<file path="src/rtl/serial_port_pkg.sv">
// Constants, states and carriers for the sensor serial slave port
package serial_port_pkg;
  // Documented link rates, kept for reference by users of the block
  localparam int unsigned CLK_KHZ       = 250000;
  localparam int unsigned TWOWIRE_KHZ   = 400;
  localparam int unsigned FOURWIRE_KHZ  = 8000;
  localparam int unsigned SPC_HALF_CYC  = CLK_KHZ / (2 * FOURWIRE_KHZ);
  // Two-wire address: fixed upper six bits, lsb from the select pin
  localparam logic [5:0] DEV_ADDR_HI    = 6'h34;
  // Bit counts
  localparam logic [3:0] BYTE_BITS      = 4'h8;
  localparam logic [3:0] TX_LAST        = 4'h7;
  localparam logic [2:0] SPI_LAST       = 3'h7;
  localparam logic [3:0] CNT_ZERO       = 4'h0;
  localparam logic [3:0] CNT_ONE        = 4'h1;
  localparam logic [2:0] SPI_ONE        = 3'h1;
  localparam logic [2:0] SPI_ZERO       = 3'h0;
  localparam logic [7:0] INDEX_STEP     = 8'h01;
  localparam logic [7:0] INDEX_RESET    = 8'h00;
  localparam logic [7:0] BYTE_RESET     = 8'h00;
  // Interrupt sources
  localparam int unsigned IRQ_COUNT     = 3;
  localparam int unsigned IRQ_MOTION    = 0;
  localparam int unsigned IRQ_OVERFLOW  = 1;
  localparam int unsigned IRQ_DATA_RDY  = 2;
  localparam logic [2:0] IRQ_NONE       = 3'h0;

  typedef enum logic [2:0] {
    I_IDLE     = 3'h0,
    I_ADDR     = 3'h1,
    I_ADDR_ACK = 3'h2,
    I_RX       = 3'h3,
    I_RX_ACK   = 3'h4,
    I_STRETCH  = 3'h5,
    I_TX       = 3'h6,
    I_TX_ACK   = 3'h7
  } i2c_state_type;

  // Pins sampled from outside the clock domain
  typedef struct packed {
    logic scl;
    logic sda;
    logic cs_n;
    logic sa0;
  } pins_type;

  // Register write towards the register file
  typedef struct packed {
    logic       valid;
    logic [7:0] index;
    logic [7:0] data;
  } reg_write_type;
endpackage

</file>
<file path="src/rtl/sensor_serial_slave_port.sv">
// Two-wire and four-wire serial slave port with interrupt flag logic
//
// How it works
// - Registers reachable over two-wire at 400 kHz or four-wire at 8 MHz.
// - Two-wire address is 110100 plus the address select pin as lsb.
// - SDA fall with SCL high starts; SDA rise with SCL high stops.
// - Repeated start keeps the transaction and restarts address reception.
// - Bytes are eight bits plus a ninth acknowledge bit held low.
// - Device stretches SCL low until read data is ready.
// - First byte after start is address plus direction; device acknowledges.
// - Write: address with 0, index byte, data bytes, each acknowledged.
// - Further written bytes go to the next register index.
// - Read: write index, repeated start with direction 1, device sends data.
// - Master ack asks for another byte; nack then stop ends the read.
// - Four-wire select goes low for a transaction and high after it.
// - Serial data out is released while select is high.
// - Four-wire bytes shift msb first.
// - Sample on rising serial clock, change data on falling edge.
// - First four-wire byte is direction bit then 7-bit index; data follows.
// - Single and burst transfers within one select-low period.
// - Interrupt pin and status flags naming the source.
// - Each interrupt source has its own enable.
`timescale 1ns/1ps
module sensor_serial_slave_port
  import serial_port_pkg::*;
(
  input  wire logic                 clock,
  input  wire logic                 rst_n,
  input  wire logic                 scl_in,
  output logic                      scl_out,
  output logic                      scl_oe_n,
  input  wire logic                 sda_in,
  output logic                      sda_out,
  output logic                      sda_oe_n,
  input  wire logic                 select_n,
  input  wire logic                 addr_lsb_select,
  output logic                      serial_data_out,
  output logic                      serial_data_out_oe_n,
  input  wire logic                 twowire_port_disable,
  output reg_write_type             reg_write,
  output logic [7:0]                read_index,
  input  wire logic [7:0]           read_data,
  input  wire logic                 read_ready,
  output logic                      bus_busy,
  input  wire logic [IRQ_COUNT-1:0] irq_event,
  input  wire logic [IRQ_COUNT-1:0] irq_enable,
  input  wire logic [IRQ_COUNT-1:0] irq_clear,
  output logic [IRQ_COUNT-1:0]      irq_status,
  output logic                      irq_out
);

  // Pin synchroniser and edge history
  pins_type      sync1_reg, sync2_reg, prev_reg;
  pins_type      pins_now;
  // Two-wire engine
  i2c_state_type i2c_state_reg, i2c_state_next;
  logic [3:0]    i2c_cnt_reg, i2c_cnt_next;
  logic [7:0]    i2c_shift_reg, i2c_shift_next;
  logic          i2c_first_reg, i2c_first_next;
  logic          i2c_ack_reg, i2c_ack_next;
  logic          sda_drive_reg, sda_drive_next;
  logic          scl_hold_reg, scl_hold_next;
  logic          busy_reg, busy_next;
  // Four-wire engine
  logic [2:0]    spi_cnt_reg, spi_cnt_next;
  logic [7:0]    spi_rx_reg, spi_rx_next;
  logic [7:0]    spi_tx_reg, spi_tx_next;
  logic          spi_first_reg, spi_first_next;
  logic          spi_read_reg, spi_read_next;
  logic          spi_load_reg, spi_load_next;
  // Shared register access
  logic [7:0]    index_reg, index_next;
  reg_write_type wr_reg, wr_next;
  // Interrupt flags
  logic [IRQ_COUNT-1:0] status_reg, status_next;
  logic          irq_reg, irq_next;
  // Edge events
  logic          scl_rise, scl_fall, start_seen, stop_seen;
  logic          spc_rise, spc_fall, spi_sel, i2c_allowed;
  logic [7:0]    rx_byte;

  // Pins pass two flip-flops before use; third stage finds edges
  always_ff @(posedge clock) begin
    if (!rst_n) begin
      sync1_reg <= '{scl: 1'b1, sda: 1'b1, cs_n: 1'b1, sa0: 1'b0};
      sync2_reg <= '{scl: 1'b1, sda: 1'b1, cs_n: 1'b1, sa0: 1'b0};
      prev_reg  <= '{scl: 1'b1, sda: 1'b1, cs_n: 1'b1, sa0: 1'b0};
    end else begin
      sync1_reg <= '{scl: scl_in, sda: sda_in, cs_n: select_n, sa0: addr_lsb_select};
      sync2_reg <= sync1_reg;
      prev_reg  <= sync2_reg;
    end
  end

  // Edge and condition detection
  always_comb begin
    pins_now    = sync2_reg;
    scl_rise    = pins_now.scl & ~prev_reg.scl;
    scl_fall    = ~pins_now.scl & prev_reg.scl;
    start_seen  = prev_reg.sda & ~pins_now.sda & pins_now.scl & prev_reg.scl;
    stop_seen   = ~prev_reg.sda & pins_now.sda & pins_now.scl & prev_reg.scl;
    spi_sel     = ~pins_now.cs_n;
    spc_rise    = spi_sel & scl_rise;
    spc_fall    = spi_sel & scl_fall;
    i2c_allowed = ~twowire_port_disable & ~spi_sel;
    rx_byte     = {i2c_shift_reg[6:0], pins_now.sda};
  end

  // Next state of both serial engines and the register index
  always_comb begin
    i2c_state_next = i2c_state_reg;
    i2c_cnt_next   = i2c_cnt_reg;
    i2c_shift_next = i2c_shift_reg;
    i2c_first_next = i2c_first_reg;
    i2c_ack_next   = i2c_ack_reg;
    sda_drive_next = sda_drive_reg;
    scl_hold_next  = scl_hold_reg;
    busy_next      = busy_reg;
    spi_cnt_next   = spi_cnt_reg;
    spi_rx_next    = spi_rx_reg;
    spi_tx_next    = spi_tx_reg;
    spi_first_next = spi_first_reg;
    spi_read_next  = spi_read_reg;
    spi_load_next  = spi_load_reg;
    index_next     = index_reg;
    wr_next        = '{valid: 1'b0, index: wr_reg.index, data: wr_reg.data};

    // Two-wire engine
    if (!i2c_allowed) begin
      i2c_state_next = I_IDLE;
      sda_drive_next = 1'b0;
      scl_hold_next  = 1'b0;
      busy_next      = 1'b0;
    end else if (stop_seen) begin
      i2c_state_next = I_IDLE;
      sda_drive_next = 1'b0;
      scl_hold_next  = 1'b0;
      busy_next      = 1'b0;
    end else if (start_seen) begin
      i2c_state_next = I_ADDR;
      i2c_cnt_next   = CNT_ZERO;
      sda_drive_next = 1'b0;
      scl_hold_next  = 1'b0;
      busy_next      = 1'b1;
    end else begin
      case (i2c_state_reg)
        I_IDLE: begin
          sda_drive_next = 1'b0;
        end
        I_ADDR, I_RX: begin
          if (scl_rise) begin
            i2c_shift_next = rx_byte;
            i2c_cnt_next   = i2c_cnt_reg + CNT_ONE;
          end else if (scl_fall && i2c_cnt_reg == BYTE_BITS) begin
            if (i2c_state_reg == I_ADDR) begin
              if (i2c_shift_reg[7:1] == {DEV_ADDR_HI, pins_now.sa0}) begin
                sda_drive_next = 1'b1;
                i2c_ack_next   = i2c_shift_reg[0];
                i2c_state_next = I_ADDR_ACK;
              end else begin
                i2c_state_next = I_IDLE;
              end
            end else begin
              sda_drive_next = 1'b1;
              i2c_state_next = I_RX_ACK;
              if (i2c_first_reg) begin
                index_next = i2c_shift_reg;
              end else begin
                wr_next = '{valid: 1'b1, index: index_reg, data: i2c_shift_reg};
              end
            end
          end
        end
        I_ADDR_ACK: begin
          if (scl_fall) begin
            sda_drive_next = 1'b0;
            i2c_cnt_next   = CNT_ZERO;
            if (i2c_ack_reg) begin
              i2c_state_next = I_STRETCH;
              scl_hold_next  = 1'b1;
            end else begin
              i2c_state_next = I_RX;
              i2c_first_next = 1'b1;
            end
          end
        end
        I_RX_ACK: begin
          if (scl_fall) begin
            sda_drive_next = 1'b0;
            i2c_cnt_next   = CNT_ZERO;
            i2c_state_next = I_RX;
            i2c_first_next = 1'b0;
            if (!i2c_first_reg) begin
              index_next = index_reg + INDEX_STEP;
            end
          end
        end
        I_STRETCH: begin
          if (read_ready) begin
            i2c_shift_next = read_data;
            sda_drive_next = ~read_data[7]; // Data settles before the clock is let go
            i2c_cnt_next   = CNT_ZERO;
            i2c_state_next = I_TX;
          end
        end
        I_TX: begin
          scl_hold_next = 1'b0;
          if (scl_fall) begin
            if (i2c_cnt_reg == TX_LAST) begin
              sda_drive_next = 1'b0;
              i2c_state_next = I_TX_ACK;
            end else begin
              i2c_shift_next = {i2c_shift_reg[6:0], 1'b0};
              sda_drive_next = ~i2c_shift_reg[6];
              i2c_cnt_next   = i2c_cnt_reg + CNT_ONE;
            end
          end
        end
        I_TX_ACK: begin
          if (scl_rise) begin
            i2c_ack_next = ~pins_now.sda;
          end else if (scl_fall) begin
            index_next = index_reg + INDEX_STEP;
            if (i2c_ack_reg) begin
              i2c_state_next = I_STRETCH;
              scl_hold_next  = 1'b1;
            end else begin
              i2c_state_next = I_IDLE;
            end
          end
        end
        default: begin
          i2c_state_next = I_IDLE;
        end
      endcase
    end

    // Four-wire engine, reset by select high
    if (!spi_sel) begin
      spi_cnt_next   = SPI_LAST;
      spi_first_next = 1'b1;
      spi_load_next  = 1'b0;
      spi_tx_next    = BYTE_RESET;
    end else if (spc_rise) begin
      spi_rx_next  = {spi_rx_reg[6:0], pins_now.sda};
      spi_cnt_next = spi_cnt_reg - SPI_ONE;
      if (spi_cnt_reg == SPI_ZERO) begin
        if (spi_first_reg) begin
          spi_read_next  = spi_rx_reg[6];
          index_next     = {1'b0, spi_rx_reg[5:0], pins_now.sda};
          spi_first_next = 1'b0;
          spi_load_next  = spi_rx_reg[6];
        end else if (spi_read_reg) begin
          spi_load_next = 1'b1;
        end else begin
          wr_next    = '{valid: 1'b1, index: index_reg, data: {spi_rx_reg[6:0], pins_now.sda}};
          index_next = index_reg + INDEX_STEP;
        end
      end
    end else if (spc_fall) begin
      if (spi_load_reg) begin
        spi_tx_next   = read_data;
        spi_load_next = 1'b0;
        index_next    = index_reg + INDEX_STEP;
      end else begin
        spi_tx_next = {spi_tx_reg[6:0], 1'b0};
      end
    end
  end

  // Interrupt flags: set wins over clear
  always_comb begin
    status_next = (status_reg & ~irq_clear) | irq_event;
    irq_next    = |(status_reg & irq_enable);
  end

  // Register all engine and flag state
  always_ff @(posedge clock) begin
    if (!rst_n) begin
      i2c_state_reg <= I_IDLE;
      i2c_cnt_reg   <= CNT_ZERO;
      i2c_shift_reg <= BYTE_RESET;
      i2c_first_reg <= 1'b0;
      i2c_ack_reg   <= 1'b0;
      sda_drive_reg <= 1'b0;
      scl_hold_reg  <= 1'b0;
      busy_reg      <= 1'b0;
      spi_cnt_reg   <= SPI_LAST;
      spi_rx_reg    <= BYTE_RESET;
      spi_tx_reg    <= BYTE_RESET;
      spi_first_reg <= 1'b1;
      spi_read_reg  <= 1'b0;
      spi_load_reg  <= 1'b0;
      index_reg     <= INDEX_RESET;
      wr_reg        <= '{valid: 1'b0, index: INDEX_RESET, data: BYTE_RESET};
      status_reg    <= IRQ_NONE;
      irq_reg       <= 1'b0;
    end else begin
      i2c_state_reg <= i2c_state_next;
      i2c_cnt_reg   <= i2c_cnt_next;
      i2c_shift_reg <= i2c_shift_next;
      i2c_first_reg <= i2c_first_next;
      i2c_ack_reg   <= i2c_ack_next;
      sda_drive_reg <= sda_drive_next;
      scl_hold_reg  <= scl_hold_next;
      busy_reg      <= busy_next;
      spi_cnt_reg   <= spi_cnt_next;
      spi_rx_reg    <= spi_rx_next;
      spi_tx_reg    <= spi_tx_next;
      spi_first_reg <= spi_first_next;
      spi_read_reg  <= spi_read_next;
      spi_load_reg  <= spi_load_next;
      index_reg     <= index_next;
      wr_reg        <= wr_next;
      status_reg    <= status_next;
      irq_reg       <= irq_next;
    end
  end

  // Pin drivers: open-drain lines only ever pull low
  assign sda_out              = 1'b0;
  assign sda_oe_n             = ~sda_drive_reg;
  assign scl_out              = 1'b0;
  assign scl_oe_n             = ~scl_hold_reg;
  assign serial_data_out      = spi_tx_reg[7];
  assign serial_data_out_oe_n = pins_now.cs_n;
  assign reg_write            = wr_reg;
  assign read_index           = index_reg;
  assign bus_busy             = busy_reg;
  assign irq_status           = status_reg;
  assign irq_out              = irq_reg;

endmodule

</file>
<file path="config.mk">
export PLATFORM = sky130hd
export DESIGN_NAME = sensor_serial_slave_port
export DESIGN_NICKNAME = d
export VERILOG_FILES = /design/src/rtl/serial_port_pkg.sv /design/src/rtl/sensor_serial_slave_port.sv
export SDC_FILE = /design/constraint.sdc
export NUM_CORES = 1
export LEC_CHECK = 0
export BUFFER_PORTS_ARGS = -buffer_cell sky130_fd_sc_hd__buf_4
export CAP_MARGIN = 40
export CORE_ASPECT_RATIO = 1.4
export CORE_UTILIZATION = 36
export DETAILED_ROUTE_END_ITERATION = 16
export SYNTH_ARGS = -nofsm -noshare
export SYNTH_HDL_FRONTEND = slang
export SYNTH_SLANG_ARGS = --single-unit
</file>
<file path="constraint.sdc">
create_clock -name clock -period 5.1 [get_ports clock]
set_input_delay 0 -clock clock [delete_from_list [all_inputs] [get_ports clock]]
set_output_delay 0 -clock clock [all_outputs]
set_load 0.02 [all_outputs]
</file>
[After elaboration in Yosys (flattened, before gate mapping)]
Cells that the tools add are included.
Word-level totals
  flip-flop bits (word level): 80
  bits of input ports: 25
  logic and storage cells: 223
Cells by class
  add/sub/neg operators: 3
  equal/unequal tests: 41
  mux-type cells: 87
  bitwise gates (word level): 30
  reduce and logical (&&, ||, !) cells: 31
Operators with widths (count)
  two-way mux 17 bit: 13
  two-way mux 8 bit: 23
  case mux 8 bit (3 select lines): 2
  inequality test 3 bit (second input constant): 13
  two-way mux 3 bit: 12
  inequality test 2 bit (second input constant): 15
  two-way mux 1 bit: 24
  two-way mux 4 bit: 6
  AND reduction 10 bit: 2
  case mux 3 bit (6 select lines): 1
  case mux 4 bit (4 select lines): 1
  AND reduction 8 bit: 2
  NOT 1 bit: 15
  AND reduction 7 bit: 2
  equality test 3 bit (second input constant): 4
  AND 1 bit: 11
  nonzero test 5 bit: 2
  AND reduction 9 bit: 1
  adder 8 x 1 -> 8 bit (second input constant): 1
  AND reduction 2 bit: 4
  equality test 7 bit: 1
  nonzero test 7 bit: 1
  AND 3 bit: 2
  equality test 3 x 2 -> 1 bit (second input constant): 2
  23 further kinds: 32

[Logic depth before layout (Yosys ltp)]
  depth after elaboration: 14
  mapped depth: 8

[Worst setup path before layout]
No wires, ideal clock.
  path kind: reg2reg
  from: register sync2_reg (netlist bit serial_data_out_oe_n)
  to: register i2c_cnt_reg[0]
  data arrival time: 1.743 ns
  data required time: 5.029 ns
  slack: 3.287 ns
  cell stages (with the launch flop): 7
  buffers on the path: 1
  clock period less this slack: 1.813 ns
  path through: dfxtp_1 > buf_6 > and2b_4 > o31a_2 > a21bo_1 > or4_1 > a21oi_1
Between the ends
  cells in the longest elaborated chain, start to end: 2
RTL lines
  from (decl): line sensor_serial_slave_port.sv:53  | pins_type sync1_reg, sync2_reg, prev_reg;
  from (signal assigned): line sensor_serial_slave_port.sv:86  | sync2_reg <= '{scl: 1'b1, sda: 1'b1, cs_n: 1'b1, sa0: 1'b0};
  from (signal assigned): line sensor_serial_slave_port.sv:90  | sync2_reg <= sync1_reg;
  AND 1 bit: line sensor_serial_slave_port.sv:105  | i2c_allowed = ~twowire_port_disable & ~spi_sel;
  AND reduction 8 bit (no source line)
  to (signal assigned): line sensor_serial_slave_port.sv:300  | i2c_cnt_reg <= i2c_cnt_next;
  to (decl): line sensor_serial_slave_port.sv:57  | logic [3:0] i2c_cnt_reg, i2c_cnt_next;
Every way passes these cells.
A chain may end at the register's enable or synchronous reset.

[Final worst setup path]
  from: register sync2_reg (netlist bit pins_now[3])
  to: register wr_reg (netlist bit reg_write[10])
Between the ends
  cells in the longest elaborated chain, start to end: 14
  elaborated cells on any way between the ends: 20
  those cells by class: mux: 11; bitwise: 8; reduce/logical: 1
RTL lines
  NOT 1 bit: line sensor_serial_slave_port.sv:99  | scl_fall = ~pins_now.scl & prev_reg.scl;
  AND 1 bit: line sensor_serial_slave_port.sv:99
  logical AND 1 bit: line sensor_serial_slave_port.sv:154  | end else if (scl_fall && i2c_cnt_reg == BYTE_BITS) begin
  two-way mux 17 bit: line sensor_serial_slave_port.sv:154
  two-way mux 17 bit: line sensor_serial_slave_port.sv:151  | if (scl_rise) begin
  two-way mux 17 bit: line sensor_serial_slave_port.sv:146  | case (i2c_state_reg)
  two-way mux 17 bit: line sensor_serial_slave_port.sv:139  | end else if (start_seen) begin
  two-way mux 17 bit: line sensor_serial_slave_port.sv:134  | end else if (stop_seen) begin
  two-way mux 17 bit: line sensor_serial_slave_port.sv:129  | if (!i2c_allowed) begin
  two-way mux 17 bit: line sensor_serial_slave_port.sv:253  | end else if (spi_read_reg) begin
  two-way mux 17 bit: line sensor_serial_slave_port.sv:248  | if (spi_first_reg) begin
  two-way mux 17 bit: line sensor_serial_slave_port.sv:247  | if (spi_cnt_reg == SPI_ZERO) begin
  two-way mux 17 bit: line sensor_serial_slave_port.sv:244  | end else if (spc_rise) begin
  two-way mux 17 bit *: line sensor_serial_slave_port.sv:239  | if (!spi_sel) begin
  to (signal assigned): line sensor_serial_slave_port.sv:295  | wr_reg <= '{valid: 1'b0, index: INDEX_RESET, data: BYTE_RESET};
  to (signal assigned): line sensor_serial_slave_port.sv:314  | wr_reg <= wr_next;
  to (decl): line sensor_serial_slave_port.sv:73  | reg_write_type wr_reg, wr_next;
Mark *: on every way between the ends. The rest lies on a longest branch, timed or not.

==> flow_summary.json <==
{
  "outcome": "finished, final reports clean",
  "n_antenna_cell": 0,
  "initial_core_util": 0.368,
  "cts_max_path_buffers": 2,
  "yosysSeqAreaShare": 0.370,
  "die-width_um": 94.6,
  "dieArea_sq_mm": 0.0125,
  "cts_resized": 0,
  "slew_headroom": 0.404,
  "min_from": "rst_n",
  "clock-sinks": 80,
  "max_cap_violations": 0,
  "startpoint_type": "flip-flop",
  "netlist.top_cell.by_area": "dfxtp_1",
  "cellLeakagePower_nw": 2.05,
  "vias": 4292,
  "min_period_over_period": 0.532,
  "grt-ovfl-total": 0,
  "end_kind": "flip-flop",
  "arrival_ns": 2.93,
  "synthesis.area_sq_mm": 0.00432,
  "ir_drop_v": 0.000151,
  "die_y_um": 132,
  "grt.total_usage": 0.218,
  "finalWirelength_mm": 13.3,
  "holdCritPathClass": "in -> reg",
  "clk_pin_slew_ns": 0.06,
  "p_comb_frac": 0.066,
  "timing.hold.ws_ns": 0.0165,
  "ys_ff_latch": 80,
  "multi_input_area_sq_mm": 0.00247,
  "synth.most_common_cell": "dfxtp_1",
  "cts_buffers": 9,
  "fin_worst_skew_ns": 0.00660,
  "cts_hold_buf": 19,
  "rsz0062_at_grt": "no",
  "regToRegSetupSlack_ns": 2.39,
  "cp_data_required_time_ns": 5.32,
  "grt_pass1_vias": 4099,
  "intPower_mw": 1.06,
  "final_hold_viol_count": 0,
  "switching_share": 0.242,
  "drive_gt1_frac": 0.157,
  "period_needed_ns": 2.71,
  "gp_congestion": 0.913,
  "avgSynthCellArea_sq_um": 8.28,
  "power_frac_clock": 0.477,
  "synth_top_area_frac": 0.370,
  "largest_register_ff_count": 17,
  "ys_top_cells_by_area": "dfxtp_1 37%, mux2i_1 5.6%, nor2_1 5.0%",
  "ys_types": 67,
  "drt_pass1_iterations": 6,
  "grt_max_degree": 40,
  "fp-row-count": 47,
  "cts_tree": "built",
  "netlist_instances": 522,
  "drt_iter0_drc": 215,
  "fin_setup_tns_ns": 0,
  "core_area_sq_mm": 0.0118,
  "r2r-start": "pins_now[3]",
  "yosysWarningCount": 0,
  "crit_type": "reg -> reg",
  "root_buffer": "clkbuf_16",
  "syn_to_final_growth_pct": 22.1,
  "startpoint": "pins_now[3]",
  "switchingPower_uw": 338,
  "clock_latency_ns": 0.35,
  "ant_nets": 0,
  "wl_per_cell_um": 18.2,
  "seq_area_sq_mm": 0.00160,
  "crit-reg2reg-capture": "reg_write[10]",
  "drv_slew": 0,
  "viasPerCell": 5.86,
  "setup_viol": 0,
  "port_buffers": 58,
  "r2r_cells": 6,
  "synth_edf_count": 0,
  "tightestPinTransition_ns": 0.887,
  "antenna_found_initial": 0,
  "post_cts_buffers": 0,
  "htreeDepth": 3,
  "endpoint": "reg_write[10]",
  "drc": 0,
  "io_pins": 61,
  "worstPathMaxFanout": 17,
  "ys_top_cells_by_count": "80 x dfxtp_1, 58 x nor2_1, 51 x nand2_1",
  "nFillCells": 1194,
  "seq_power_share": 0.457,
  "fin_nets": 611,
  "synthFlopType": "dfxtp_1",
  "synthArstFlopShare": 0,
  "power_density_mw_per_mm2": 264,
  "grt_first_pass_wirelength_mm": 20.9,
  "fmaxAchievable_mhz": 369,
  "hpwl_mm": 9.52
}
critical path: stages (launching register included):
cell      delay, ns
dfxtp_1        0.56
nor3b_2        0.73
nand2_1        0.52
a21boi_1       0.33
buf_4          0.22
mux2i_1        0.16
nor2_1         0.05
worst min path at each step:
stage,end,slack [ns],cells past startpoint
after floorplan,sync1_reg[1],0.10,1
after global routing,prev_reg[2],0.02,2
final,prev_reg[2],0.02,2
after CTS,prev_reg[2],0.008,2
after detailed placement,sync1_reg[1],0.19,2
after global placement,sync1_reg[3],0.19,2
layout make-up:
type | instances | area share
Tap cell | 147 | 0.0348
Clock inverter | 7 | 0.0149
Sequential cell | 80 | 0.303
Inverter | 18 | 0.0128
Multi-Input combinational cell | 391 | 0.467
Timing Repair Buffer | 81 | 0.124
Clock buffer | 9 | 0.0426
kinds of logic after synthesis:
group,synth area share
muxes,0.0608
DFF,0.370
buffers and inverters,0.0596
xor gates and xnor gates,0.0142
adders and majority gates,0.0145
other,0.000867
and+or+nand+nor,0.252
AOI/OAI and AO/OA,0.227
power groups by stage:
stage	Sequential [mW]	Clock, mW	Combinational (mW)
after floorplan	0.652	0	0.0482
after global placement	0.652	0	0.0775
after detailed placement	0.652	0	0.0779
after CTS	0.638	0.681	0.0909
after global routing	0.638	0.700	0.0990
final	0.638	0.665	0.0916
through the flow:
stage	setup slack, ns	cell area, sq um	power [mW]	cells	util
6_report	2.39	5280	1.39	733	0.449
5_1_grt	2.12	5280	1.44	733	0.449
4_1_cts	2.42	5280	1.41	733	0.449
3_5_place_dp	2.44	4790	0.730	698	0.407
3_3_place_gp	2.56	4780	0.729	697	0.406
2_1_floorplan	3.29	4330	0.700	523	-
metal layers:
layer  vias to the layer above  GRT usage  routed length [um]
li1                       2019          -                   -
met1                      2012      0.244                5190
met2                       207      0.365                6500
met3                        54     0.0411                 827
met4                         0      0.147                 808
met5                         -          0                   0
layout by cell type, fill, tap and decap left out, types with 8 or more instances in the layout:
| cell type | Yosys | final |
|---|---|---|
| a211oi_1 | 14 | 14 |
| a21oi_1 | 31 | 31 |
| a22oi_1 | 8 | 8 |
| a311oi_1 | 10 | 10 |
| buf_4 | 5 | 62 |
| clkbuf_16 | 0 | 9 |
| dfxtp_1 | 80 | 80 |
| dlygate4sd3_1 | 0 | 19 |
| inv_1 | 18 | 18 |
| mux2i_1 | 24 | 24 |
| nand2_1 | 51 | 51 |
| nand2b_1 | 12 | 12 |
| nand3_1 | 25 | 25 |
| nor2_1 | 58 | 58 |
| nor3_1 | 8 | 8 |
| o211ai_1 | 8 | 8 |
| o21ai_0 | 28 | 28 |
Note: power is estimated with default switching activity, not from simulation.
